### src/node_id_pkg.sv
package node_id_pkg;

  // ---------------------------------------------------------------------------
  // Register map
  // ---------------------------------------------------------------------------
  localparam logic [7:0] SETUP_OFFSET   = 8'h00;
  localparam logic [7:0] COMMAND_OFFSET = 8'h04;
  localparam logic [7:0] STATUS_OFFSET  = 8'h08;
  localparam logic [7:0] SAMPLE_OFFSET  = 8'h0C;
  localparam logic [7:0] ALIAS_OFFSET   = 8'h10;

  // SETUP and COMMAND fields.
  localparam int SETUP_HW_SOURCE_BIT = 0;
  localparam int SETUP_VALID_BIT     = 1;
  localparam int SETUP_ID_LSB        = 8;
  localparam int COMMAND_APPLY_BIT   = 0;

  // ---------------------------------------------------------------------------
  // Values
  // ---------------------------------------------------------------------------
  localparam logic [7:0]  DEFAULT_NODE_ID   = 8'hFF;
  localparam logic [7:0]  MIN_SOFT_NODE_ID  = 8'h01;
  localparam logic [15:0] DEFAULT_ALIAS     = 16'h0000;
  localparam logic [2:0]  AXIS_STEP_SHIFT   = 3'h3;
  localparam logic [1:0]  RESP_OKAY         = 2'h0;
  localparam logic [1:0]  RESP_SLVERR       = 2'h2;

  // ---------------------------------------------------------------------------
  // Timing
  // ---------------------------------------------------------------------------
  localparam int CLOCK_PERIOD_PS = 8000;
  localparam int SETTLE_TIME_NS  = 1000;
  localparam int SETTLE_CYCLES   = (SETTLE_TIME_NS * 1000 + CLOCK_PERIOD_PS - 1) / CLOCK_PERIOD_PS;

  typedef enum logic [1:0] {
    PWR_SETTLE,
    PWR_SAMPLE,
    PWR_DECODE,
    PWR_DONE
  } power_state_t;

endpackage

### src/axis_id_power_up_select.sv
`timescale 1ns/1ps
`default_nettype none

module axis_id_power_up_select #(
  parameter int SWITCH_BANK_WIDTH = 4,
  parameter int AXIS_INDEX_WIDTH  = 3
) (
  input  wire logic                         aclk,                    // System clock, 125 MHz.
  input  wire logic                         aresetn,                 // Synchronous reset, active low.
  input  wire logic [SWITCH_BANK_WIDTH-1:0] low_selector_switch_bank, // Contacts 1..4 in bits 0..3, on = 1.
  input  wire logic                         high_selector_switch,    // High contact, on = 1.
  input  wire logic [AXIS_INDEX_WIDTH-1:0]  axis_position,           // Strap, axis position 1..4.
  output logic [7:0]                        node_identifier,         // Active node identifier.
  output logic                              protocol_vendor_can,     // 1 = vendor CAN, 0 = CANopen.
  output logic                              lss_inactive,            // LSS inactive state.
  output logic [15:0]                       station_alias,           // Configured station alias.
  output logic                              config_done,             // Power-up decode finished.
  input  wire logic [7:0]                   s_axi_awaddr,            // Write address.
  input  wire logic                         s_axi_awvalid,           // Write address valid.
  output logic                              s_axi_awready,           // Write address ready.
  input  wire logic [31:0]                  s_axi_wdata,             // Write data.
  input  wire logic [3:0]                   s_axi_wstrb,             // Write byte strobes.
  input  wire logic                         s_axi_wvalid,            // Write data valid.
  output logic                              s_axi_wready,            // Write data ready.
  output logic [1:0]                        s_axi_bresp,             // Write response.
  output logic                              s_axi_bvalid,            // Write response valid.
  input  wire logic                         s_axi_bready,            // Write response ready.
  input  wire logic [7:0]                   s_axi_araddr,            // Read address.
  input  wire logic                         s_axi_arvalid,           // Read address valid.
  output logic                              s_axi_arready,           // Read address ready.
  output logic [31:0]                       s_axi_rdata,             // Read data.
  output logic [1:0]                        s_axi_rresp,             // Read response.
  output logic                              s_axi_rvalid,            // Read data valid.
  input  wire logic                         s_axi_rready             // Read data ready.
);

  localparam int SYNC_WIDTH = SWITCH_BANK_WIDTH + 1 + AXIS_INDEX_WIDTH;
  localparam int CNT_WIDTH  = $clog2(node_id_pkg::SETTLE_CYCLES + 1);

  // ---------------------------------------------------------------------------
  // Input synchronisers
  // ---------------------------------------------------------------------------
  // Three stages; a level counts only once the second and third agree.
  logic [SYNC_WIDTH-1:0] sync1_reg;
  logic [SYNC_WIDTH-1:0] sync2_reg;
  logic [SYNC_WIDTH-1:0] sync3_reg;
  logic                  inputs_stable;

  always_ff @(posedge aclk) begin
    if (!aresetn) begin
      sync1_reg <= '0;
      sync2_reg <= '0;
      sync3_reg <= '0;
    end else begin
      sync1_reg <= {axis_position, high_selector_switch, low_selector_switch_bank};
      sync2_reg <= sync1_reg;
      sync3_reg <= sync2_reg;
    end
  end

  assign inputs_stable = (sync2_reg == sync3_reg);

  // ---------------------------------------------------------------------------
  // Power-up sequence and identifier decode
  // ---------------------------------------------------------------------------
  node_id_pkg::power_state_t            state_reg, state_next;
  logic [CNT_WIDTH-1:0]                 settle_cnt_reg, settle_cnt_next;
  logic [SWITCH_BANK_WIDTH-1:0]         bank_sample_reg, bank_sample_next;
  logic                                 high_sample_reg, high_sample_next;
  logic [AXIS_INDEX_WIDTH-1:0]          axis_sample_reg, axis_sample_next;
  logic [7:0]                           node_id_reg, node_id_next;
  logic                                 vendor_can_reg, vendor_can_next;
  logic                                 lss_inactive_reg, lss_inactive_next;
  logic [15:0]                          alias_reg, alias_next;
  logic                                 done_reg, done_next;
  logic                                 hw_source_reg, hw_source_next;
  logic                                 setup_valid_reg, setup_valid_next;
  logic [7:0]                           soft_id_reg, soft_id_next;
  logic                                 apply_pulse;
  logic [7:0]                           switch_id;
  logic [7:0]                           chosen_id;
  logic [4:0]                           switch_code;
  logic [1:0]                           axis_offset;

  // Contact 1 is the most significant of the low bank, contact 4 the least.
  always_comb begin
    switch_code = {high_sample_reg, bank_sample_reg[0], bank_sample_reg[1], bank_sample_reg[2],
                   bank_sample_reg[3]};
    axis_offset = 2'(axis_sample_reg - AXIS_INDEX_WIDTH'(1));
    switch_id   = 8'({switch_code, 3'h0}) + {6'h00, axis_offset} + 8'h01;
    chosen_id   = (hw_source_reg || !setup_valid_reg) ? switch_id : soft_id_reg;
  end

  always_comb begin
    state_next        = state_reg;
    settle_cnt_next   = settle_cnt_reg;
    bank_sample_next  = bank_sample_reg;
    high_sample_next  = high_sample_reg;
    axis_sample_next  = axis_sample_reg;
    node_id_next      = node_id_reg;
    vendor_can_next   = vendor_can_reg;
    lss_inactive_next = lss_inactive_reg;
    alias_next        = alias_reg;
    done_next         = done_reg;
    case (state_reg)
      node_id_pkg::PWR_SETTLE: begin
        if (settle_cnt_reg == CNT_WIDTH'(node_id_pkg::SETTLE_CYCLES)) begin
          state_next = node_id_pkg::PWR_SAMPLE;
        end else begin
          settle_cnt_next = settle_cnt_reg + CNT_WIDTH'(1);
        end
      end
      node_id_pkg::PWR_SAMPLE: begin
        // The only capture of the switches; nothing later looks at them again.
        if (inputs_stable) begin
          bank_sample_next = sync3_reg[SWITCH_BANK_WIDTH-1:0];
          high_sample_next = sync3_reg[SWITCH_BANK_WIDTH];
          axis_sample_next = sync3_reg[SYNC_WIDTH-1 -: AXIS_INDEX_WIDTH];
          state_next       = node_id_pkg::PWR_DECODE;
        end
      end
      node_id_pkg::PWR_DECODE: begin
        node_id_next      = chosen_id;
        vendor_can_next   = high_sample_reg;
        lss_inactive_next = !high_sample_reg && (chosen_id == node_id_pkg::DEFAULT_NODE_ID);
        alias_next        = (chosen_id == node_id_pkg::DEFAULT_NODE_ID) ?
                            node_id_pkg::DEFAULT_ALIAS : {8'h00, chosen_id};
        done_next         = 1'b1;
        state_next        = node_id_pkg::PWR_DONE;
      end
      node_id_pkg::PWR_DONE: begin
        // A new setup is applied against the stored power-up samples only.
        if (apply_pulse) begin
          state_next = node_id_pkg::PWR_DECODE;
        end
      end
      default: begin
        state_next = node_id_pkg::PWR_SETTLE;
      end
    endcase
  end

  always_ff @(posedge aclk) begin
    if (!aresetn) begin
      state_reg        <= node_id_pkg::PWR_SETTLE;
      settle_cnt_reg   <= '0;
      bank_sample_reg  <= '0;
      high_sample_reg  <= 1'b0;
      axis_sample_reg  <= '0;
      node_id_reg      <= node_id_pkg::DEFAULT_NODE_ID;
      vendor_can_reg   <= 1'b0;
      lss_inactive_reg <= 1'b1;
      alias_reg        <= node_id_pkg::DEFAULT_ALIAS;
      done_reg         <= 1'b0;
    end else begin
      state_reg        <= state_next;
      settle_cnt_reg   <= settle_cnt_next;
      bank_sample_reg  <= bank_sample_next;
      high_sample_reg  <= high_sample_next;
      axis_sample_reg  <= axis_sample_next;
      node_id_reg      <= node_id_next;
      vendor_can_reg   <= vendor_can_next;
      lss_inactive_reg <= lss_inactive_next;
      alias_reg        <= alias_next;
      done_reg         <= done_next;
    end
  end

  assign node_identifier     = node_id_reg;
  assign protocol_vendor_can = vendor_can_reg;
  assign lss_inactive        = lss_inactive_reg;
  assign station_alias       = alias_reg;
  assign config_done         = done_reg;

  // ---------------------------------------------------------------------------
  // AXI4-Lite slave
  // ---------------------------------------------------------------------------
  logic        awready_reg, awready_next;
  logic        wready_reg, wready_next;
  logic        aw_held_reg, aw_held_next;
  logic        w_held_reg, w_held_next;
  logic [7:0]  waddr_reg, waddr_next;
  logic [31:0] wdata_reg, wdata_next;
  logic [3:0]  wstrb_reg, wstrb_next;
  logic        bvalid_reg, bvalid_next;
  logic [1:0]  bresp_reg, bresp_next;
  logic        arready_reg, arready_next;
  logic        rvalid_reg, rvalid_next;
  logic [1:0]  rresp_reg, rresp_next;
  logic [31:0] rdata_reg, rdata_next;
  logic [7:0]  soft_id_field;

  always_comb begin
    awready_next     = awready_reg;
    wready_next      = wready_reg;
    aw_held_next     = aw_held_reg;
    w_held_next      = w_held_reg;
    waddr_next       = waddr_reg;
    wdata_next       = wdata_reg;
    wstrb_next       = wstrb_reg;
    bvalid_next      = bvalid_reg;
    bresp_next       = bresp_reg;
    arready_next     = arready_reg;
    rvalid_next      = rvalid_reg;
    rresp_next       = rresp_reg;
    rdata_next       = rdata_reg;
    hw_source_next   = hw_source_reg;
    setup_valid_next = setup_valid_reg;
    soft_id_next     = soft_id_reg;
    apply_pulse      = 1'b0;
    soft_id_field    = wdata_reg[node_id_pkg::SETUP_ID_LSB +: 8];

    if (s_axi_awvalid && awready_reg) begin
      waddr_next   = s_axi_awaddr;
      aw_held_next = 1'b1;
      awready_next = 1'b0;
    end
    if (s_axi_wvalid && wready_reg) begin
      wdata_next  = s_axi_wdata;
      wstrb_next  = s_axi_wstrb;
      w_held_next = 1'b1;
      wready_next = 1'b0;
    end
    // Both halves are held; commit the write one cycle after the later one arrives.
    if (aw_held_reg && w_held_reg && !bvalid_reg) begin
      bvalid_next  = 1'b1;
      bresp_next   = node_id_pkg::RESP_OKAY;
      aw_held_next = 1'b0;
      w_held_next  = 1'b0;
      case (waddr_reg)
        node_id_pkg::SETUP_OFFSET: begin
          if (wstrb_reg[0]) begin
            hw_source_next   = wdata_reg[node_id_pkg::SETUP_HW_SOURCE_BIT];
            setup_valid_next = wdata_reg[node_id_pkg::SETUP_VALID_BIT];
          end
          // Zero is outside the accepted range and leaves the stored value alone.
          if (wstrb_reg[1] && (soft_id_field >= node_id_pkg::MIN_SOFT_NODE_ID)) begin
            soft_id_next = soft_id_field;
          end
        end
        node_id_pkg::COMMAND_OFFSET: begin
          apply_pulse = wstrb_reg[0] && wdata_reg[node_id_pkg::COMMAND_APPLY_BIT];
        end
        default: begin
          bresp_next = node_id_pkg::RESP_SLVERR;
        end
      endcase
    end
    if (bvalid_reg && s_axi_bready) begin
      bvalid_next  = 1'b0;
      awready_next = 1'b1;
      wready_next  = 1'b1;
    end

    if (s_axi_arvalid && arready_reg) begin
      arready_next = 1'b0;
      rvalid_next  = 1'b1;
      rresp_next   = node_id_pkg::RESP_OKAY;
      case (s_axi_araddr)
        node_id_pkg::SETUP_OFFSET: begin
          rdata_next = {16'h0000, soft_id_reg, 6'h00, setup_valid_reg, hw_source_reg};
        end
        node_id_pkg::COMMAND_OFFSET: begin
          rdata_next = 32'h0000_0000;
        end
        node_id_pkg::STATUS_OFFSET: begin
          rdata_next = {16'h0000, node_id_reg, 5'h00, lss_inactive_reg, vendor_can_reg, done_reg};
        end
        node_id_pkg::SAMPLE_OFFSET: begin
          rdata_next = {16'h0000, 5'(axis_sample_reg), 6'h00, high_sample_reg, 4'(bank_sample_reg)};
        end
        node_id_pkg::ALIAS_OFFSET: begin
          rdata_next = {16'h0000, alias_reg};
        end
        default: begin
          rdata_next = 32'h0000_0000;
          rresp_next = node_id_pkg::RESP_SLVERR;
        end
      endcase
    end
    if (rvalid_reg && s_axi_rready) begin
      rvalid_next  = 1'b0;
      arready_next = 1'b1;
    end
  end

  always_ff @(posedge aclk) begin
    if (!aresetn) begin
      awready_reg     <= 1'b1;
      wready_reg      <= 1'b1;
      aw_held_reg     <= 1'b0;
      w_held_reg      <= 1'b0;
      waddr_reg       <= 8'h00;
      wdata_reg       <= 32'h0000_0000;
      wstrb_reg       <= 4'h0;
      bvalid_reg      <= 1'b0;
      bresp_reg       <= node_id_pkg::RESP_OKAY;
      arready_reg     <= 1'b1;
      rvalid_reg      <= 1'b0;
      rresp_reg       <= node_id_pkg::RESP_OKAY;
      rdata_reg       <= 32'h0000_0000;
      hw_source_reg   <= 1'b0;
      // An invalid setup after reset makes the switches the source.
      setup_valid_reg <= 1'b0;
      soft_id_reg     <= node_id_pkg::DEFAULT_NODE_ID;
    end else begin
      awready_reg     <= awready_next;
      wready_reg      <= wready_next;
      aw_held_reg     <= aw_held_next;
      w_held_reg      <= w_held_next;
      waddr_reg       <= waddr_next;
      wdata_reg       <= wdata_next;
      wstrb_reg       <= wstrb_next;
      bvalid_reg      <= bvalid_next;
      bresp_reg       <= bresp_next;
      arready_reg     <= arready_next;
      rvalid_reg      <= rvalid_next;
      rresp_reg       <= rresp_next;
      rdata_reg       <= rdata_next;
      hw_source_reg   <= hw_source_next;
      setup_valid_reg <= setup_valid_next;
      soft_id_reg     <= soft_id_next;
    end
  end

  assign s_axi_awready = awready_reg;
  assign s_axi_wready  = wready_reg;
  assign s_axi_bvalid  = bvalid_reg;
  assign s_axi_bresp   = bresp_reg;
  assign s_axi_arready = arready_reg;
  assign s_axi_rvalid  = rvalid_reg;
  assign s_axi_rresp   = rresp_reg;
  assign s_axi_rdata   = rdata_reg;

endmodule // axis_id_power_up_select

`default_nettype wire

### config.mk
export PLATFORM = sky130hd
export DESIGN_NAME = axis_id_power_up_select
export DESIGN_NICKNAME = d
export VERILOG_FILES = /design/src/node_id_pkg.sv /design/src/axis_id_power_up_select.sv
export SDC_FILE = /design/constraint.sdc
export NUM_CORES = 1
export LEC_CHECK = 0
export ABC_AREA = 1
export BUFFER_PORTS_ARGS = -buffer_cell sky130_fd_sc_hd__buf_2
export CORE_MARGIN = 2
export CORE_UTILIZATION = 52
export DETAILED_ROUTE_END_ITERATION = 8
export HOLD_SLACK_MARGIN = 0.05
export PLACE_DENSITY = 0.79
export REMOVE_ABC_BUFFERS = 1
export SYNTH_ARGS = -nofsm -noshare
export SYNTH_HDL_FRONTEND = slang
export SYNTH_SLANG_ARGS = --single-unit
### constraint.sdc
create_clock -name aclk -period 1.6 [get_ports aclk]
set_clock_uncertainty 0.05 [all_clocks]
set_input_delay 0.24 -clock aclk [delete_from_list [all_inputs] [get_ports aclk]]
set_output_delay 0.24 -clock aclk [all_outputs]
set_load 0.02 [all_outputs]
==> metrics.cfg, run 1 <==
[critical_path]
critical_path.max_fanout=7
critical-path-slowest-cell=nor3_4
crit_top_cell=nor2_1
timing.critical_path.buf_inv=2
timing.critical_path.slowest_cell_delay_ns=0.33
critical-path-top-delay-family=simple AND/OR/NAND/NOR gates
timing.critical_path.arrival_ns=1.94
worstPathCellList=inv_1 -> nand2_1 -> o21ai_0 -> nor2_1 -> nand2_1 -> nor3_4 -> buf_4 -> nor2_1 -> nor2_1
crit_required_ns=1.99
cp-end-kind=register
setup.worst_path.class=reg -> reg
startpoint_kind_of_the_worst_setup_timing_path=register

[clock_network]
cts_made_buffers=17
clk_latency_ns=0.51
cts.path.max_buffers=2
clk_pin_slew_ns=0.05
clock_sink_count=115
htree_num_levels=4
tritoncts=built
root_buffer=clkbuf_8

[place]
place.detailed.instances=886
place_congestion=0.886
placement.io_buffers=84
detailedPlacementHpwl_mm=7.85

[hold_path]
worst_hold_path_type=in -> reg

[layout]
drive_above_1_share=0.224
area_growth_from_synthesis_to_final_layout_pct=30.2
antenna_cells_inserted=0
layoutNonFillerInstCount=952
final_core_area_utilization=0.702
nets=882
flip_flop_count_of_the_largest_register_all_copies_and_words_added=16

[yosys]
yosysTopAreaCell=dfxtp_1
netlist-cell-type-count=36
synth.area.top_cells=dfxtp_1, nand2_1, inv_1, a21oi_1, nor2_1
synth_commonest_cells=nand2_1, dfxtp_1, inv_1
flip_flop_cell_with_the_highest_count_after_synthesis=dfxtp_1
synthMostInstantiatedCell=nand2_1
number_of_flops_mapped_to_enable_cells_by_yosys=0
post_synth_instance_area_um2=5010
synth.ff_latch_count=115
ys_seq_area_frac=0.460
syn-instance-count=679
ys_async_sr_fraction=0
yosys.area.top_type_share=0.460
ys_warn_count=0
synth.avg_cell_area_um2=7.37

[grt]
global_route.usage.total=0.237
global_route_wire_length_before_repair_mm=19.3
via_count_of_the_first_global_routing_pass=4318
pin_count_of_the_biggest_net_entering_global_routing=55
globalRouteOverflowTotal=0
antenna_found_initial=0

[routing]
remaining_drc_errors=0
routed_wl_mm=12.1
detailedRoute.firstPassIterationCount=5
wire_per_inst_um=12.7
route.vias.total=4649
drtAntennaViolNets=0
drt_iter0_markers=222
drt-vias-per-instance=4.88

[sta]
timing.slew.headroom=0.636
fin_setup_tns_ns=0
worst-slew-pin-transition_ns=0.546
setup_viol=0
fin_hold_ws_ns=0.140
fmax_mhz=649
hold_violations=0
post-route-period-util=0.963
period_needed_ns=1.54
report.final.slew_viol_count=0

[power]
power.density_nw_per_um2=1110
ir_drop_v=0.000598
static-leakage-power_nw=3.17
design_power_total_mw=7.26

[die]
die_y_um=102
die-area_um2=10400
fp-row-count=35
design.core.area_um2=9280
chipWidth_um=102
io_pins=135
initial_utilization=0.539

[job]
maxCapViolations=0

[status]
run_status=completed

metrics by stage:
step / instance area (µm²) / worst slack, ns
after CTS: 6410 / 0.0210
after global routing: 6520 / -0.0302
after global placement: 5520 / 0.0494
final: 6520 / 0.0586
after detailed placement: 5520 / 0.0255
after floorplan: 4800 / 0.0298
logic make-up after synthesis:
logic type,Yosys count,synth area share
AO/OA/AOI/OAI,111,0.128
XOR/XNOR,6,0.0105
adder cells (fa/ha/maj),3,0.00750
buffers and inverters,133,0.124
flip-flops,115,0.460
other,1,0.000749
AND/OR/NAND/NOR,310,0.270
path summary, 6_finish.rpt:
check,slack (ns),startpoint,depth (start not counted),endpoint
setup / recovery,0.06,sync3_reg[4]$_SDFF_PN0_,9,axis_sample_reg[1]$_SDFFE_PN0P_
hold / removal,0.14,s_axi_araddr[3],5,s_axi_rresp[1]$_SDFFE_PN0P_
hold reg to reg,0.36,sync1_reg[2]$_SDFF_PN0_,2,sync2_reg[2]$_SDFF_PN0_
setup reg to reg,0.06,sync3_reg[4]$_SDFF_PN0_,9,axis_sample_reg[1]$_SDFFE_PN0P_
cell type report:
class | count | area (µm²)
tap | 129 | 161
clock inverter | 4 | 70.1
timing repair buffer | 136 | 901
clock buffer | 26 | 508
inverter | 85 | 319
multi-input combinational | 457 | 2250
sequential | 115 | 2310
fill | 714 | 2770
worst register-to-register path: stages, from the launching register on:
cell and delay, ns:
dfxtp_1 0.30, inv_1 0.05, nand2_1 0.05, o21ai_0 0.11, nor2_1 0.12, nand2_1 0.13
nor3_4 0.33, buf_4 0.19, nor2_1 0.04, nor2_1 0.10
per-layer routing:
layer	global-route usage	up-vias	share of wire
met2	0.426	157	0.50
met4	0.103	0	0.024
met1	0.265	2103	0.42
li1	-	2361	-
met3	0.0609	28	0.059
met5	0	-	0
where the power goes:
| part | internal (mW) | total [mW] | switching [mW] |
|---|---|---|---|
| clock | 2.44 | 3.67 | 1.23 |
| combinational | 0.213 | 0.570 | 0.356 |
| sequential | 2.96 | 3.02 | 0.0544 |
| total | 5.62 | 7.26 | 1.64 |
placed cells by master, fill, tap and decap left out, types with 2 or more instances in the layout:
cell	count
clkbuf_16	16
nand2_4	3
nor3_1	3
dlygate4sd3_1	31
nand3_1	40
nand3_4	2
dfxtp_2	3
dfxtp_1	112
nand3b_1	3
inv_2	5
o21ai_2	2
xnor2_1	4
nand3_2	4
clkbuf_8	7
bufinv_16	2
buf_2	84
o211ai_1	3
clkinv_2	2
nand2_1	169
nor3_4	2
o21ai_1	4
a21oi_1	53
ha_1	2
o211ai_2	8
a21oi_2	2
nor2_2	9
buf_4	20
clkbuf_1	3
o21ai_0	37
or2_2	2
conb_1	26
nand4_1	4
inv_1	79
nand2_2	6
nor2_1	61
timing repair:
item | 4_1_cts | 5_1_grt
endpoints found under the setup margin | 0 | 18
hold endpoints to repair | 33 | 0
gates resized for setup | 0 | 15
setup buffers | 0 | 4
hold buffers | 31 | 0
(Power assumes the default switching activity.)
==> run 2, diff against run 1 <==
--- a/config.mk
+++ b/config.mk
@@ -7,6 +7,7 @@
 export LEC_CHECK = 0
 export ABC_AREA = 1
 export BUFFER_PORTS_ARGS = -buffer_cell sky130_fd_sc_hd__buf_2
+export CORE_ASPECT_RATIO = 0.7
 export CORE_MARGIN = 2
 export CORE_UTILIZATION = 52
 export DETAILED_ROUTE_END_ITERATION = 8
==> run 2 against run 1 <==
Compared with the run above: final area fell by 3.6%; non-clock buffer count fell by 19; cell count fell by 2.4%; critical path depth fell by 1; routed wire length fell by 2.8%; combinational power fell by 4.2%; critical path type unchanged.
==> metrics.cfg, run 2 (synthesis results as in run 1) <==
[routing]
met2WireLength_mm=5.48  ; was 6.03 mm
route.vias.total=4587  ; was 4649
top_layer=met4  ; unchanged
drt_iter0_markers=362  ; was 222
routed_wl_mm=11.8  ; was 12.1 mm
wl_met1_mm=5.38  ; was 5.06 mm
drtAntennaViolNets=0  ; unchanged
detailedRoute.firstPassIterationCount=5  ; unchanged
wire_per_inst_um=12.6  ; was 12.7 µm
met3_length_um=634  ; was 709 µm
drt-vias-per-instance=4.94  ; was 4.88
remaining_drc_errors=0  ; unchanged

[clock_network]
htree_num_levels=4  ; unchanged
cts.path.max_buffers=2  ; unchanged
clk_pin_slew_ns=0.06  ; was 0.05 ns
cts_made_buffers=17  ; unchanged
clock_sink_count=115  ; unchanged
tritoncts=built  ; unchanged
clk_latency_ns=0.42  ; was 0.51 ns
root_buffer=clkbuf_16  ; was clkbuf_8

[critical_path]
critical_path.max_fanout=9  ; was 7
worstPathCellList=inv_1 -> ha_1 -> xor2_1 -> nand2_1 -> nand2_1 -> nand3_4 -> nand2_1 -> a21oi_1  ; was inv_1 -> nand2_1 -> o21ai_0 -> nor2_1 -> nand2_1 -> nor3_4 -> buf_4 -> nor2_1 -> nor2_1
startpoint_kind_of_the_worst_setup_timing_path=register  ; unchanged
timing.critical_path.arrival_ns=1.75  ; was 1.94 ns
timing.critical_path.slowest_cell_delay_ns=0.34  ; was 0.33 ns
cp-end-kind=register  ; unchanged
critical-path-slowest-cell=dfxtp_1  ; was nor3_4
crit_top_cell=nand2_1  ; was nor2_1
timing.critical_path.buf_inv=1  ; was 2
crit_required_ns=1.85  ; was 1.99 ns
setup.worst_path.class=reg -> reg  ; unchanged
critical-path-top-delay-family=simple AND/OR/NAND/NOR gates  ; unchanged

[power]
static-leakage-power_nw=3.07  ; was 3.17 nW
power.density_nw_per_um2=1130  ; was 1110 nW/µm²
ir_drop_v=0.00115  ; was 0.000598 V

[status]
run_status=completed  ; unchanged

[layout]
nets=862  ; was 882
area_of_the_multi_input_gates_um2=2200  ; was 2250 µm²
fin_area_um2=6280  ; was 6520 µm²
antenna_cells_inserted=0  ; unchanged
flip_flop_count_of_the_largest_register_all_copies_and_words_added=16  ; unchanged
area_growth_from_synthesis_to_final_layout_pct=25.5  ; was 30.2%
drive_above_1_share=0.217  ; was 0.224
final_cell_mix=nand2_1, dfxtp_1, buf_2, inv_1, nor2_1  ; unchanged
register_area_um2=2300  ; was 2310 µm²
final_common_cell=nand2_1  ; unchanged
fillCellCount=733  ; was 714

[sta]
period_needed_ns=1.50  ; was 1.54 ns
rsz0062_at_grt=true
setup_viol=0  ; unchanged
report.final.slew_viol_count=0  ; unchanged
timing.slew.headroom=0.651  ; was 0.636
hold_violations=0  ; unchanged
worst-slew-pin-transition_ns=0.522  ; was 0.546 ns
fmax_mhz=665  ; was 649 MHz
final.setup.worst_slack_ns=0.0954  ; was 0.0586 ns
post-route-period-util=0.940  ; was 0.963

[grt]
global_route.usage.total=0.236  ; was 0.237
via_count_of_the_first_global_routing_pass=4286  ; was 4318
antenna_found_initial=0  ; unchanged
global_route_wire_length_before_repair_mm=19.3  ; about the same
pin_count_of_the_biggest_net_entering_global_routing=45  ; was 55
globalRouteOverflowTotal=0  ; unchanged

[die]
die-area_um2=10400  ; about the same
io_pins=135  ; unchanged
initial_utilization=0.543  ; was 0.539
die_y_um=86.1  ; was 102 µm
fp-row-count=29  ; was 35
design.core.area_um2=9220  ; was 9280 µm²
chipWidth_um=121  ; was 102 µm

[place]
detailedPlacementHpwl_mm=8.24  ; was 7.85 mm
placement.io_buffers=84  ; unchanged
placement.cell_area_um2=5520  ; about the same
preCtsSetupSlack_ns=0.0432  ; was 0.0255 ns
place_congestion=0.862  ; was 0.886

[job]
maxCapViolations=0  ; unchanged

[hold_path]
worst_hold_path_type=in -> reg  ; unchanged

-- run 2: cell count changes in the layout (fill, tap and decap cells not counted), moves of 3 or more --
cell,previous run,this run
clkinvlp_4,0,6
nand2_1,169,173
clkbuf_1,3,0
nand2_2,6,2
buf_4,20,14
dlygate4sd3_1,31,16
clkbuf_8,7,0
clkinv_4,0,5
-- run 2: worst min-delay path, cell delays in order --
cell and delay (ns):
buf_2 0.07, o21ai_0 0.07, a21oi_1 0.10
-- run 2: per-stage QoR --
stage / cells / power (mW) / util / hold WS, ns / setup TNS [ns]
after global placement: 880 / 3.55 / 0.599 / 0.345 / 0
after CTS: 928 / 7.13 / 0.677 / 0.0525 / 0
after detailed placement: 880 / 3.58 / 0.599 / 0.349 / 0
after floorplan: 656 / 3.38 / - / 0.265 / 0
after global routing: 929 / 7.35 / 0.682 / 0.0747 / -0.0193
final: 929 / 7.11 / 0.682 / 0.0535 / 0
-- run 2: area by class of cell --
class | instances | share of cell area
clock inverters | 15 | 0.0219
well taps | 124 | 0.0247
repair buffers | 117 | 0.119
clock buffers | 17 | 0.0677
multi-input cells | 456 | 0.350
flip-flops and latches | 115 | 0.367
inverters | 85 | 0.0508
-- run 2: final timing paths --
check | startpoint | cells after the start | to | slack, ns
worst max-delay path | axis_sample_reg[0]$_SDFFE_PN0P_ | 8 | station_alias[1]$_SDFFE_PN0P_ | 0.1
worst max register to register | axis_sample_reg[0]$_SDFFE_PN0P_ | 8 | station_alias[1]$_SDFFE_PN0P_ | 0.1
worst min register to register | sync1_reg[0]$_SDFF_PN0_ | 2 | sync2_reg[0]$_SDFF_PN0_ | 0.36
worst min-delay path | s_axi_wstrb[1] | 3 | wstrb_reg[1]$_SDFFE_PN0P_ | 0.05
-- run 2: repair_timing --
| item | CTS | global route |
|---|---|---|
| hold buffers | 16 | 0 |
| endpoints found under the hold margin | 17 | 0 |
| setup buffers | 0 | 1 |
| gates resized for setup | 0 | 4 |
| endpoints found under the setup margin | 0 | 19 |
-- run 2: routing by layer --
layer  global-route usage  up-vias
li1                     -     2320
met1                0.287     2106
met2                0.386      134
met3               0.0731       27
met4                0.109        0
met5                    0        -
-- run 2: power by group --
| group | internal (mW) | leakage [nW] | total, mW | switching (mW) |
|---|---|---|---|---|
| clock | 2.13 | 0.257 | 3.55 | 1.41 |
| combinational | 0.189 | 1.87 | 0.546 | 0.357 |
| sequential | 2.96 | 0.939 | 3.02 | 0.0539 |
| total | 5.28 | 3.07 | 7.11 | 1.82 |
